--- src/hw/board_ctrl_pkg.sv ---
// Shared constants for the board peripheral control register bank
package board_ctrl_pkg;

  // ==========================================================
  // Bus geometry
  localparam int ADDR_W = 16;
  localparam int DATA_W = 32;

  // ==========================================================
  // Printed register indices; the byte address is four times each
  localparam logic [31:0] SOFT_IRQ1_IDX = 32'hfffe102c;
  localparam logic [31:0] VECTOR_BASE_IDX = 32'hfffe102d;
  localparam logic [31:0] SOFT_IRQ2_IDX = 32'hfffe102e;
  localparam logic [31:0] REVISION_IDX = 32'hfffe102f;
  localparam logic [31:0] PRINTER_IDX = 32'hfffe2800;

  // Byte addresses seen on paddr
  localparam logic [ADDR_W-1:0] SOFT_IRQ1_ADDR = {SOFT_IRQ1_IDX[13:0], 2'b00};
  localparam logic [ADDR_W-1:0] VECTOR_BASE_ADDR = {VECTOR_BASE_IDX[13:0], 2'b00};
  localparam logic [ADDR_W-1:0] SOFT_IRQ2_ADDR = {SOFT_IRQ2_IDX[13:0], 2'b00};
  localparam logic [ADDR_W-1:0] REVISION_ADDR = {REVISION_IDX[13:0], 2'b00};
  localparam logic [ADDR_W-1:0] PRINTER_ADDR = {PRINTER_IDX[13:0], 2'b00};
  localparam logic [ADDR_W-1:0] GEN_CTRL_ADDR = 16'h0000;
  localparam logic [ADDR_W-1:0] EVT_STATUS_ADDR = 16'h0004;
  localparam logic [ADDR_W-1:0] EVT_CLEAR_ADDR = 16'h0008;
  localparam logic [ADDR_W-1:0] EVT_ENABLE_ADDR = 16'h000c;

  // ==========================================================
  // General control fields
  localparam int WAIT_BIT = 5;
  localparam int DMA_WIN_LO = 6;
  localparam int DMA_WIN_HI = 7;
  localparam int DMA_OFFSET_W = 24;

  // ==========================================================
  // Soft interrupt control fields
  localparam int LEVEL_LSB = 0;
  localparam int LEVEL_MSB = 2;
  localparam int ENABLE_BIT = 3;
  localparam int ACTIVE_BIT = 7;
  localparam logic [2:0] LEVEL_NONE = 3'h0;

  // ==========================================================
  // Vector base field
  localparam int VEC_LSB = 4;
  localparam int VEC_MSB = 7;

  // ==========================================================
  // Event bit positions
  localparam int EVT_W = 4;
  localparam int EVT_ACK = 0;
  localparam int EVT_FAULT = 1;
  localparam int EVT_READY = 2;
  localparam int EVT_SUPPLY = 3;

  // ==========================================================
  // Reset values
  localparam logic [7:0] GEN_CTRL_RST = 8'h00;
  localparam logic [3:0] SOFT_CTRL_RST = 4'h0;
  localparam logic [3:0] VEC_RST = 4'h0;
  localparam logic [EVT_W-1:0] EVT_RST = 4'h0;

  // Locked sequence controller states
  typedef enum logic [2:0] {
    SEQ_IDLE = 3'b001,
    SEQ_ACQUIRE = 3'b010,
    SEQ_LOCKED = 3'b100
  } seq_state_t;

endpackage

--- src/hw/board_peripheral_control_regs.sv ---
// Peripheral control register bank with APB slave, soft interrupts and printer port
//
// Overview of operation
// - Wait bit set: gain bus before sequence
// - Wait bit clear: wait only if first access remote
// - Keep gained mastership until sequence ends
// - Two-bit field picks 16 MB DMA section
// - Three-bit level, zero means none, resets zero
// - Enable bit three, cleared by reset
// - Bit seven reads enable state, zero after reset
// - Vector nibble forms upper vector half
// - Read-only revision byte
// - Printer address: write data, read status
// - Status bits show printer conditions
// - Status bit one reads zero
// - Status bit zero shows fused supply
`timescale 1ns/10ps
module board_peripheral_control_regs
  import board_ctrl_pkg::*;
#(
  // Arbitrary revision value
  parameter logic [7:0] REVISION = 8'h01
) (
  // Clock and reset
  input wire logic pclk,
  input wire logic presetn,
  // APB slave
  input wire logic [board_ctrl_pkg::ADDR_W-1:0] paddr,
  input wire logic psel,
  input wire logic penable,
  input wire logic pwrite,
  input wire logic [board_ctrl_pkg::DATA_W-1:0] pwdata,
  input wire logic [3:0] pstrb,
  output logic [board_ctrl_pkg::DATA_W-1:0] prdata,
  output logic pready,
  output logic pslverr,
  // Event interrupt
  output logic irq,
  // Printer port pins
  input wire logic printer_ack_pin,
  input wire logic printer_fault_pin,
  input wire logic printer_select_pin,
  input wire logic paper_out_pin,
  input wire logic printer_busy_pin,
  input wire logic supply_pin,
  output logic [7:0] printer_out_byte,
  output logic printer_strobe,
  // Locked sequence handshake
  input wire logic seq_request,
  input wire logic seq_first_sys,
  input wire logic seq_sys_access,
  input wire logic seq_done,
  output logic seq_proceed,
  input wire logic sysbus_grant_pin,
  output logic sysbus_request,
  // Soft interrupt requests
  output logic [2:0] irq_request_level,
  output logic [1:0] soft_irq_active,
  // Vector assembly
  input wire logic [3:0] iack_source_id,
  output logic [7:0] irq_vector,
  // Network DMA window
  input wire logic [board_ctrl_pkg::DMA_OFFSET_W-1:0] net_dma_offset,
  output logic [board_ctrl_pkg::DMA_OFFSET_W+1:0] net_dma_addr
);

  import board_ctrl_pkg::*;

  // ==========================================================
  // Declarations
  logic [5:0] pins_sync;
  logic sysbus_grant;
  logic paper_out_flag;
  logic printer_busy_flag;
  logic fused_supply_flag;
  logic ack_flag;
  logic fault_flag;
  logic select_flag;
  logic [5:0] pins_prev;
  logic [7:0] gen_ctrl;
  logic [3:0] soft1;
  logic [3:0] soft2;
  logic [3:0] vec_base;
  logic [EVT_W-1:0] evt_status;
  logic [EVT_W-1:0] evt_enable;
  logic [EVT_W-1:0] evt_set;
  logic [EVT_W-1:0] evt_clear;
  logic [7:0] printer_condition;
  logic setup;
  logic wr_en;
  logic lane0;
  logic mapped;
  logic [DATA_W-1:0] next_rdata;
  logic [2:0] level1;
  logic [2:0] level2;
  logic locked_cycle_bus_wait;
  logic [1:0] net_dma_window;

  // ==========================================================
  // Pin synchronisers
  sync_stage #(
    .W(6)
  ) u_pin_sync (
    .pclk(pclk),
    .presetn(presetn),
    .async_in({printer_ack_pin, printer_fault_pin, printer_select_pin,
               paper_out_pin, printer_busy_pin, supply_pin}),
    .sync_out(pins_sync)
  );

  sync_stage #(
    .W(1)
  ) u_grant_sync (
    .pclk(pclk),
    .presetn(presetn),
    .async_in(sysbus_grant_pin),
    .sync_out(sysbus_grant)
  );

  // Named views of synchronised pins
  assign ack_flag = pins_sync[5];
  assign fault_flag = pins_sync[4];
  assign select_flag = pins_sync[3];
  assign paper_out_flag = pins_sync[2];
  assign printer_busy_flag = pins_sync[1];
  assign fused_supply_flag = pins_sync[0];

  // ==========================================================
  // Printer status byte
  assign printer_condition = {ack_flag, fault_flag, select_flag,
                              paper_out_flag, printer_busy_flag,
                              1'b0,
                              1'b0,
                              fused_supply_flag};

  // ==========================================================
  // APB decode
  assign setup = psel && !penable;
  assign wr_en = psel && penable && pready && pwrite && !pslverr;
  assign lane0 = pstrb[0];

  // Address map membership
  always_comb begin
    mapped = 1'b0;
    case (paddr)
      GEN_CTRL_ADDR, EVT_STATUS_ADDR, EVT_CLEAR_ADDR, EVT_ENABLE_ADDR,
      SOFT_IRQ1_ADDR, VECTOR_BASE_ADDR, SOFT_IRQ2_ADDR, REVISION_ADDR,
      PRINTER_ADDR: mapped = 1'b1;
      default: mapped = 1'b0;
    endcase
  end

  // Read data mux
  always_comb begin
    next_rdata = '0;
    case (paddr)
      GEN_CTRL_ADDR: next_rdata[7:0] = gen_ctrl;
      EVT_STATUS_ADDR: next_rdata[EVT_W-1:0] = evt_status;
      EVT_ENABLE_ADDR: next_rdata[EVT_W-1:0] = evt_enable;
      SOFT_IRQ1_ADDR: begin
        next_rdata[3:0] = soft1;
        next_rdata[ACTIVE_BIT] = soft1[ENABLE_BIT];
      end
      SOFT_IRQ2_ADDR: begin
        next_rdata[3:0] = soft2;
        next_rdata[ACTIVE_BIT] = soft2[ENABLE_BIT];
      end
      VECTOR_BASE_ADDR: next_rdata[VEC_MSB:VEC_LSB] = vec_base;
      REVISION_ADDR: next_rdata[7:0] = REVISION;
      PRINTER_ADDR: next_rdata[7:0] = printer_condition;
      default: next_rdata = '0;
    endcase
  end

  // Answer in the first access cycle
  always_ff @(posedge pclk or negedge presetn) begin
    if (!presetn) begin
      pready <= 1'b0;
      pslverr <= 1'b0;
      prdata <= '0;
    end else begin
      pready <= setup;
      pslverr <= setup && !mapped;
      if (setup && !pwrite) begin
        prdata <= next_rdata;
      end
    end
  end

  // ==========================================================
  // General control register
  always_ff @(posedge pclk or negedge presetn) begin
    if (!presetn) begin
      gen_ctrl <= GEN_CTRL_RST;
    end else if (wr_en && lane0 && paddr == GEN_CTRL_ADDR) begin
      gen_ctrl <= pwdata[7:0];
    end
  end

  assign locked_cycle_bus_wait = gen_ctrl[WAIT_BIT];
  assign net_dma_window = gen_ctrl[DMA_WIN_HI:DMA_WIN_LO];

  // DMA address lands in selected section
  always_ff @(posedge pclk or negedge presetn) begin
    if (!presetn) begin
      net_dma_addr <= '0;
    end else begin
      net_dma_addr <= {net_dma_window, net_dma_offset};
    end
  end

  // ==========================================================
  // Soft interrupt control registers
  always_ff @(posedge pclk or negedge presetn) begin
    if (!presetn) begin
      soft1 <= SOFT_CTRL_RST;
    end else if (wr_en && lane0 && paddr == SOFT_IRQ1_ADDR) begin
      soft1 <= pwdata[3:0];
    end
  end

  always_ff @(posedge pclk or negedge presetn) begin
    if (!presetn) begin
      soft2 <= SOFT_CTRL_RST;
    end else if (wr_en && lane0 && paddr == SOFT_IRQ2_ADDR) begin
      soft2 <= pwdata[3:0];
    end
  end

  // Effective levels; disabled or zero gives none
  assign level1 = soft1[ENABLE_BIT] ? soft1[LEVEL_MSB:LEVEL_LSB] : LEVEL_NONE;
  assign level2 = soft2[ENABLE_BIT] ? soft2[LEVEL_MSB:LEVEL_LSB] : LEVEL_NONE;

  // Request at the higher of the two levels
  always_ff @(posedge pclk or negedge presetn) begin
    if (!presetn) begin
      irq_request_level <= LEVEL_NONE;
      soft_irq_active <= 2'b00;
    end else begin
      irq_request_level <= (level1 > level2) ? level1 : level2;
      soft_irq_active <= {level2 != LEVEL_NONE, level1 != LEVEL_NONE};
    end
  end

  // ==========================================================
  // Vector base register
  always_ff @(posedge pclk or negedge presetn) begin
    if (!presetn) begin
      vec_base <= VEC_RST;
    end else if (wr_en && lane0 && paddr == VECTOR_BASE_ADDR) begin
      vec_base <= pwdata[VEC_MSB:VEC_LSB];
    end
  end

  // Vector: base nibble above source id
  always_ff @(posedge pclk or negedge presetn) begin
    if (!presetn) begin
      irq_vector <= 8'h00;
    end else begin
      irq_vector <= {vec_base, iack_source_id};
    end
  end

  // ==========================================================
  // Printer output byte, kept across reset
  always_ff @(posedge pclk) begin
    if (wr_en && lane0 && paddr == PRINTER_ADDR) begin
      printer_out_byte <= pwdata[7:0];
    end
  end

  // One-cycle strobe per printer write
  always_ff @(posedge pclk or negedge presetn) begin
    if (!presetn) begin
      printer_strobe <= 1'b0;
    end else begin
      printer_strobe <= wr_en && lane0 && paddr == PRINTER_ADDR;
    end
  end

  // ==========================================================
  // Event detection on printer and supply pins
  always_ff @(posedge pclk or negedge presetn) begin
    if (!presetn) begin
      pins_prev <= 6'h00;
    end else begin
      pins_prev <= pins_sync;
    end
  end

  assign evt_set[EVT_ACK] = ack_flag && !pins_prev[5];
  assign evt_set[EVT_FAULT] = fault_flag && !pins_prev[4];
  assign evt_set[EVT_READY] = !printer_busy_flag && pins_prev[1];
  assign evt_set[EVT_SUPPLY] = !fused_supply_flag && pins_prev[0];

  // Write-one-to-clear strobe
  assign evt_clear = (wr_en && lane0 && paddr == EVT_CLEAR_ADDR) ?
                     pwdata[EVT_W-1:0] : '0;

  // Sticky status, set wins over clear
  always_ff @(posedge pclk or negedge presetn) begin
    if (!presetn) begin
      evt_status <= EVT_RST;
    end else begin
      evt_status <= (evt_status & ~evt_clear) | evt_set;
    end
  end

  // Event enable register
  always_ff @(posedge pclk or negedge presetn) begin
    if (!presetn) begin
      evt_enable <= EVT_RST;
    end else if (wr_en && lane0 && paddr == EVT_ENABLE_ADDR) begin
      evt_enable <= pwdata[EVT_W-1:0];
    end
  end

  // Level interrupt from enabled status
  always_ff @(posedge pclk or negedge presetn) begin
    if (!presetn) begin
      irq <= 1'b0;
    end else begin
      irq <= |(((evt_status & ~evt_clear) | evt_set) & evt_enable);
    end
  end

  // ==========================================================
  // Locked sequence mastership control
  locked_seq_ctrl u_locked_seq (
    .pclk(pclk),
    .presetn(presetn),
    .locked_cycle_bus_wait(locked_cycle_bus_wait),
    .seq_request(seq_request),
    .seq_first_sys(seq_first_sys),
    .seq_sys_access(seq_sys_access),
    .seq_done(seq_done),
    .seq_proceed(seq_proceed),
    .sysbus_grant(sysbus_grant),
    .sysbus_request(sysbus_request)
  );

endmodule // board_peripheral_control_regs

--- src/hw/locked_seq_ctrl.sv ---
// System bus mastership control for locked multi-address sequences
`timescale 1ns/10ps
module locked_seq_ctrl
  import board_ctrl_pkg::*;
(
  // Clock and reset
  input wire logic pclk,
  input wire logic presetn,
  // Policy
  input wire logic locked_cycle_bus_wait,
  // Processor side
  input wire logic seq_request,
  input wire logic seq_first_sys,
  input wire logic seq_sys_access,
  input wire logic seq_done,
  output logic seq_proceed,
  // System bus side
  input wire logic sysbus_grant,
  output logic sysbus_request
);

  seq_state_t state;
  seq_state_t next_state;
  logic held;
  logic need_bus;

  // Bus needed before start
  assign need_bus = locked_cycle_bus_wait | seq_first_sys;

  // Next state
  always_comb begin
    next_state = state;
    unique case (state)
      SEQ_IDLE: begin
        if (seq_request) begin
          if (need_bus && !sysbus_grant) begin
            next_state = SEQ_ACQUIRE;
          end else begin
            next_state = SEQ_LOCKED;
          end
        end
      end
      SEQ_ACQUIRE: begin
        if (sysbus_grant) begin
          next_state = SEQ_LOCKED;
        end
      end
      SEQ_LOCKED: begin
        if (seq_done) begin
          next_state = SEQ_IDLE;
        end
      end
      default: next_state = SEQ_IDLE;
    endcase
  end

  // State register
  always_ff @(posedge pclk or negedge presetn) begin
    if (!presetn) begin
      state <= SEQ_IDLE;
    end else begin
      state <= next_state;
    end
  end

  // Mastership gained inside a sequence is kept to its end
  always_ff @(posedge pclk or negedge presetn) begin
    if (!presetn) begin
      held <= 1'b0;
    end else if (next_state == SEQ_IDLE) begin
      held <= 1'b0;
    end else if (sysbus_grant && state != SEQ_IDLE) begin
      held <= 1'b1;
    end
  end

  // Registered outputs
  always_ff @(posedge pclk or negedge presetn) begin
    if (!presetn) begin
      sysbus_request <= 1'b0;
      seq_proceed <= 1'b0;
    end else begin
      sysbus_request <= (next_state == SEQ_ACQUIRE) ||
                        (next_state == SEQ_LOCKED && (held || sysbus_grant || seq_sys_access));
      seq_proceed <= (next_state == SEQ_LOCKED);
    end
  end

endmodule // locked_seq_ctrl

--- src/hw/sync_stage.sv ---
// Two flip-flop synchroniser for a bundle of pin levels
`timescale 1ns/10ps
module sync_stage #(
  parameter int W = 1
) (
  // Clock and reset
  input wire logic pclk,
  input wire logic presetn,
  // Levels
  input wire logic [W-1:0] async_in,
  output logic [W-1:0] sync_out
);

  logic [W-1:0] meta;

  // First stage feeds only the second
  always_ff @(posedge pclk or negedge presetn) begin
    if (!presetn) begin
      meta <= '0;
      sync_out <= '0;
    end else begin
      meta <= async_in;
      sync_out <= meta;
    end
  end

endmodule // sync_stage

--- config.mk ---
export PLATFORM = sky130hd
export DESIGN_NAME = board_peripheral_control_regs
export DESIGN_NICKNAME = d
export VERILOG_FILES = /design/src/hw/board_ctrl_pkg.sv /design/src/hw/board_peripheral_control_regs.sv /design/src/hw/locked_seq_ctrl.sv /design/src/hw/sync_stage.sv
export SDC_FILE = /design/constraint.sdc
export NUM_CORES = 1
export LEC_CHECK = 0
export BUFFER_PORTS_ARGS = -buffer_cell sky130_fd_sc_hd__buf_2
export CAP_MARGIN = 15
export CORE_UTILIZATION = 43
export DETAILED_ROUTE_END_ITERATION = 6
export GPL_ROUTABILITY_DRIVEN = 0
export PLACE_DENSITY = 0.76
export REMOVE_ABC_BUFFERS = 1
export SLEW_MARGIN = 0
export SYNTH_ARGS = -nofsm -noshare
export SYNTH_HDL_FRONTEND = slang
export SYNTH_SLANG_ARGS = --single-unit
--- constraint.sdc ---
create_clock -name pclk -period 1.4 [get_ports pclk]
set_input_delay 0.14 -clock pclk [delete_from_list [all_inputs] [get_ports pclk]]
set_output_delay 0.14 -clock pclk [all_outputs]
set_load 0.01 [all_outputs]
After elaboration in Yosys (flattened, before gate mapping):

Index checks and enable logic that the tools add are counted.
Widths: inputs -> output; s select.

* flip-flop bits (word level): 113
* bits of input ports: 96

* bitwise operators: 5
* reduce and logical (&&, ||, !) cells: 40
* eq/ne operators: 15
* multiplexer cells: 15
* $lt $le $gt $ge: 1

Operators by type and width (count)
* $eq 16x15->1 const B: 4
* $eq 16x4->1 const B: 2
* $pmux 4 s7: 1
* $logic_and 1x1->1: 22
* $mux 3: 7
* $pmux 3 s3: 2
* $eq 16x16->1 const B: 1
* $eq 16x3->1 const B: 1
* $logic_not 16->1: 1
* $logic_not 1->1: 9
* $reduce_or 9->1: 1
* $and 4x4->4: 2
* $eq 3x1->1 const B: 2
* $eq 3x2->1 const B: 2
* $eq 3x3->1 const B: 2
* $reduce_bool 3->1: 2
* $pmux 1 s5: 1
* $mux 4: 1
* $not 4->4: 1
* $or 4x4->4: 1
* $reduce_or 4->1: 1
* $gt 3x3->1: 1
* $logic_or 1x1->1: 3
* $mux 1: 3
* 3 further kinds: 3

Depth between registers and ports, before layout:

* depth after elaboration: 12
* mapped depth: 8

By module:

Synthesis repeated with hierarchy kept, for this count alone.

* cell total of the unflattened synthesis: 324
* area total of the unflattened synthesis: 4351.7 um^2

Modules (own cells, without submodules)
* board_peripheral_control_regs: cells each 285, area each 3697.3 um^2, times used 1
* locked_seq_ctrl: cells each 25, area each 304.0 um^2, times used 1
* sync_stage (u_pin_sync): cells each 12, area each 300.3 um^2, times used 1
* sync_stage (u_grant_sync): cells each 2, area each 50.0 um^2, times used 1

Worst setup path after synthesis:

OpenSTA, ideal clock, no wires.

* path kind: input to register
* from: input port paddr[1] in the netlist's numbering
* to: register printer_out_byte[0], enable pin
* required time: 1.065 ns
* arrival time: 1.315 ns
* stages: 4
* setup slack: -0.250 ns
* path through: nor4_2 and4_1 clkbuf_1 and2_1

* word-level cells in the longest chain between the ends: 2

Ends and longest elaborated chain
* start: declaration: RTL line board_peripheral_control_regs.sv:28 `input wire logic [board_ctrl_pkg::ADDR_W-1:0] paddr,`
* $eq 16x16->1: RTL line board_peripheral_control_regs.sv:267 `if (wr_en && lane0 && paddr == PRINTER_ADDR) begin`
* $logic_and 1x1->1: RTL line board_peripheral_control_regs.sv:267
* end signal: assignment: RTL line board_peripheral_control_regs.sv:268 `printer_out_byte <= pwdata[7:0];`
* end: declaration: RTL line board_peripheral_control_regs.sv:46 `output logic [7:0] printer_out_byte,`

No other way between the ends.
A chain may end at the register's enable or synchronous reset.

Final worst setup path:

* from: register pslverr
* to: register evt_enable[3]

* word-level cells in the longest chain between the ends: 4

Ends and longest elaborated chain
* start: declaration: RTL line board_peripheral_control_regs.sv:36 `output logic pslverr,`
* start signal: assignment: RTL line board_peripheral_control_regs.sv:183 `pslverr <= setup && !mapped;`
* $logic_not 1->1: RTL line board_peripheral_control_regs.sv:139 `assign wr_en = psel && penable && pready && pwrite && !pslverr;`
* $logic_and 1x1->1: RTL line board_peripheral_control_regs.sv:139
* $logic_and 1x1->1 (2 in a row): RTL line board_peripheral_control_regs.sv:313 `end else if (wr_en && lane0 && paddr == EVT_ENABLE_ADDR) begin`
* end signal: assignment: RTL line board_peripheral_control_regs.sv:314 `evt_enable <= pwdata[EVT_W-1:0];`
* end: declaration: RTL line board_peripheral_control_regs.sv:85 `logic [EVT_W-1:0] evt_enable;`

No other way between the ends.

==> flow_summary.toml <==
[place]
pre_cts_slack_ns = -0.312
dp.cells = 617
port_buffers = 129
dp_hpwl_um = 6930

[power]
pwr-share-seq_pct = 57.6
clock_power_share_pct = 31.0
p_comb_share_pct = 11.5
p_int_uw = 4430
swShare_pct = 26.6
leakagePower_uw = 0.00312
powerDensity_nw_per_um2 = 978
power_switching_uw = 1600
ir_drop_mv = 0.620

[logic_synthesis]
syn_inst = 318
synth_area_per_cell_um2 = 13.6
async_flop_share_pct = 92.8
ys.flop_type = "dfrtp_1"
netlist_top_cells_area = "dfrtp_1, edfxtp_1, buf_4"
netlist.area_leader.share_pct = 59.2
syn_area_um2 = 4310
ys_warn_count = 0
synth_edf_count = 8
synth_cell_type_count = 49
ys_seq_area_share_pct = 65.4
ys_ff_latch = 111
yosys.area.top_type = "dfrtp_1"

[cells_and_area]
layout_common_cells = "buf_2, dfrtp_1, buf_4"
multi_input_area_um2 = 1500
num-fill-cells = 761
layout_commonest_cell = "buf_2"
drive_gt1_share_pct = 45.5
final_nets = 641
fin_cells = 680
area_growth_pct = 43.1
register_area_um2 = 2820
antenna_cells = 0

[floorplanning]
io_pins = 181
initial_core_util_pct = 44.3
die_h_um = 102
die_x_um = 102
rows = 36
coreArea_um2 = 9730
die-area_um2 = 10400

[sta]
setup_ws_ns = -0.216
fin_skew_ns = 0.00512
setup_viol = 36
hold_viol = 0
tightest_slew_ns = 0.499
slew_viol_final = 0
timing.slew.headroom_pct = 66.4
tns_ns = -4.83
max_freq_ghz = 0.619
period_needed_ns = 1.62
rsz0062_at_grt = "yes"
finalCritPeriodShare_pct = 115

[worst_setup_path]
cp_num_buf_inv = 0
start_kind = "register"
critPathSlowestCell = "or3_4"
crit_family = "simple AND/OR/NAND/NOR gates"
crit_chain = "and4b_1, nand3_2, or3_4, mux2_4"
cp_max_fo = 4
endpoint_kind = "register"
required_ns = 1.67
crit_type = "reg2reg"
worstPathArrival_ns = 1.89
slowest_delay_ns = 0.40

[clocking]
cts.sinks = 111
clk_latency_ns = 0.38
clkTransAtPathRegs_ns = 0.11
ctsHtreeMaxLevel = 3
numCtsBuffers = 9
cts_root_buffer = "clkbuf_8"
tritoncts = "yes"
clk_path_buf_depth = 2

[global_routing]
antenna_found_initial = 0
grt_usage_pct = 20.0
grt_pass1_wl_um = 15600
first_global_vias = 3300
grt_max_degree = 35
globalRouteOverflowTotal = 0

[detailed_routing]
firstDrtPassIters = 7
vias = 3268
drc_errors = 0
drt-total-wl_um = 10100
viasPerCell = 4.81
wire_per_inst_um = 14.9
ant_nets = 0
drt_iter0_drc = 154

[worst_hold_path]
hold_class = "in2reg"

[status]
status = "finished, violations left"
violations = "setup timing"

[run]
drv_cap = 0
==> Yosys cell counts (5+ instances only) <==
master	number
mux2_2	12
a22o_1	6
nand2_1	26
nand2b_1	8
a22oi_1	12
o21ai_0	6
nor2_1	9
edfxtp_1	8
inv_1	9
a32oi_1	5
buf_4	26
and3_1	7
mux2_4	8
dfrtp_1	102
nand3_1	9
==> state kept, by name (all words and copies together), names as in the netlist, 6 cells and up <==
signal and count:
irq_vector 8, net_dma_addr 26, u_pin_sync.sync_out 6, prdata 8, gen_ctrl 8, printer_out_byte 8, u_pin_sync.meta 6
==> cell families (layout without fill, tap and decap cells) <==
family,after synthesis,count (layout),share of synthesized area (%)
simple gates,86,87,11.5
compound gates,49,49,8.42
buf+inv,40,245,5.78
fa+ha+maj,3,3,0.871
flops,111,111,65.4
other cells,1,24,0.0870
mux,28,28,7.90
==> worst paths after layout <==
check / from / end / slack [ns] / cells after the start
worst min register to register: u_pin_sync.meta[3] / u_pin_sync.sync_out[3] / 0.35 / 0
worst max-delay path: pslverr / evt_enable[3] / -0.22 / 4
max in group asynchronous: presetn / irq_vector[3] / 0.52 / 3
worst min-delay path: pwdata[0] / printer_out_byte[0] / 0.05 / 1
worst max register to register: pslverr / evt_enable[3] / -0.22 / 4
min in group asynchronous: presetn / soft_irq_active[0] / 0.23 / 2
==> worst reg2reg max path: stages (launching register included) <==
cell     delay (ns)
dfrtp_1        0.39
and4b_1        0.29
nand3_2        0.12
or3_4          0.40
mux2_4         0.31
==> layout make-up <==
class	instances	area share, %
Clock buffer	9	2.01
Clock inverter	7	1.18
Inverter	9	0.548
Multi-Input combinational cell	191	24.3
Sequential cell	111	45.7
Tap cell	133	2.70
Timing Repair Buffer	220	23.5
==> per-layer routing <==
| metal | GRT usage (%) | part of all wire, % | vias up | routed length [um] |
|---|---|---|---|---|
| met1 | 24.9 | 42 | 1576 | 4290 |
| met3 | 3.08 | 5.6 | 15 | 567 |
| li1 | - | - | 1532 | - |
| met5 | 0 | 0 | - | 0 |
| met2 | 34.6 | 50 | 145 | 5100 |
| met4 | 8.57 | 1.6 | 0 | 157 |
==> repair_timing <==
item	4_1_cts	5_1_grt
gates cloned	0	1
setup buffers	4	5
pin swaps	11	13
hold buffers	41	0
gates resized for setup	24	13
endpoints found under the hold margin	65	0
setup endpoints to repair	41	47
==> power by group through the flow <==
| stage | clock (uW) | combinational [uW] | sequential, uW |
|---|---|---|---|
| after floorplan | 0 | 197 | 3550 |
| after global placement | 0 | 556 | 3510 |
| after detailed placement | 0 | 576 | 3520 |
| after CTS | 1920 | 668 | 3460 |
| after global routing | 2060 | 767 | 3490 |
| final | 1870 | 692 | 3470 |
==> per-stage QoR <==
step                hold slack (ns)  power, uW  area, um2  utilization, %
floorplan                    -0.156       3750       4180               -
finish                       0.0486       6030       6170            63.4
global route                 0.0299       6310       6170            63.4
global placement             0.0879       4070       5360            55.1
detailed placement           0.0935       4100       5360            55.1
CTS                          0.0333       6050       6100            62.7
No activity file was read; power rests on OpenSTA's default activity.
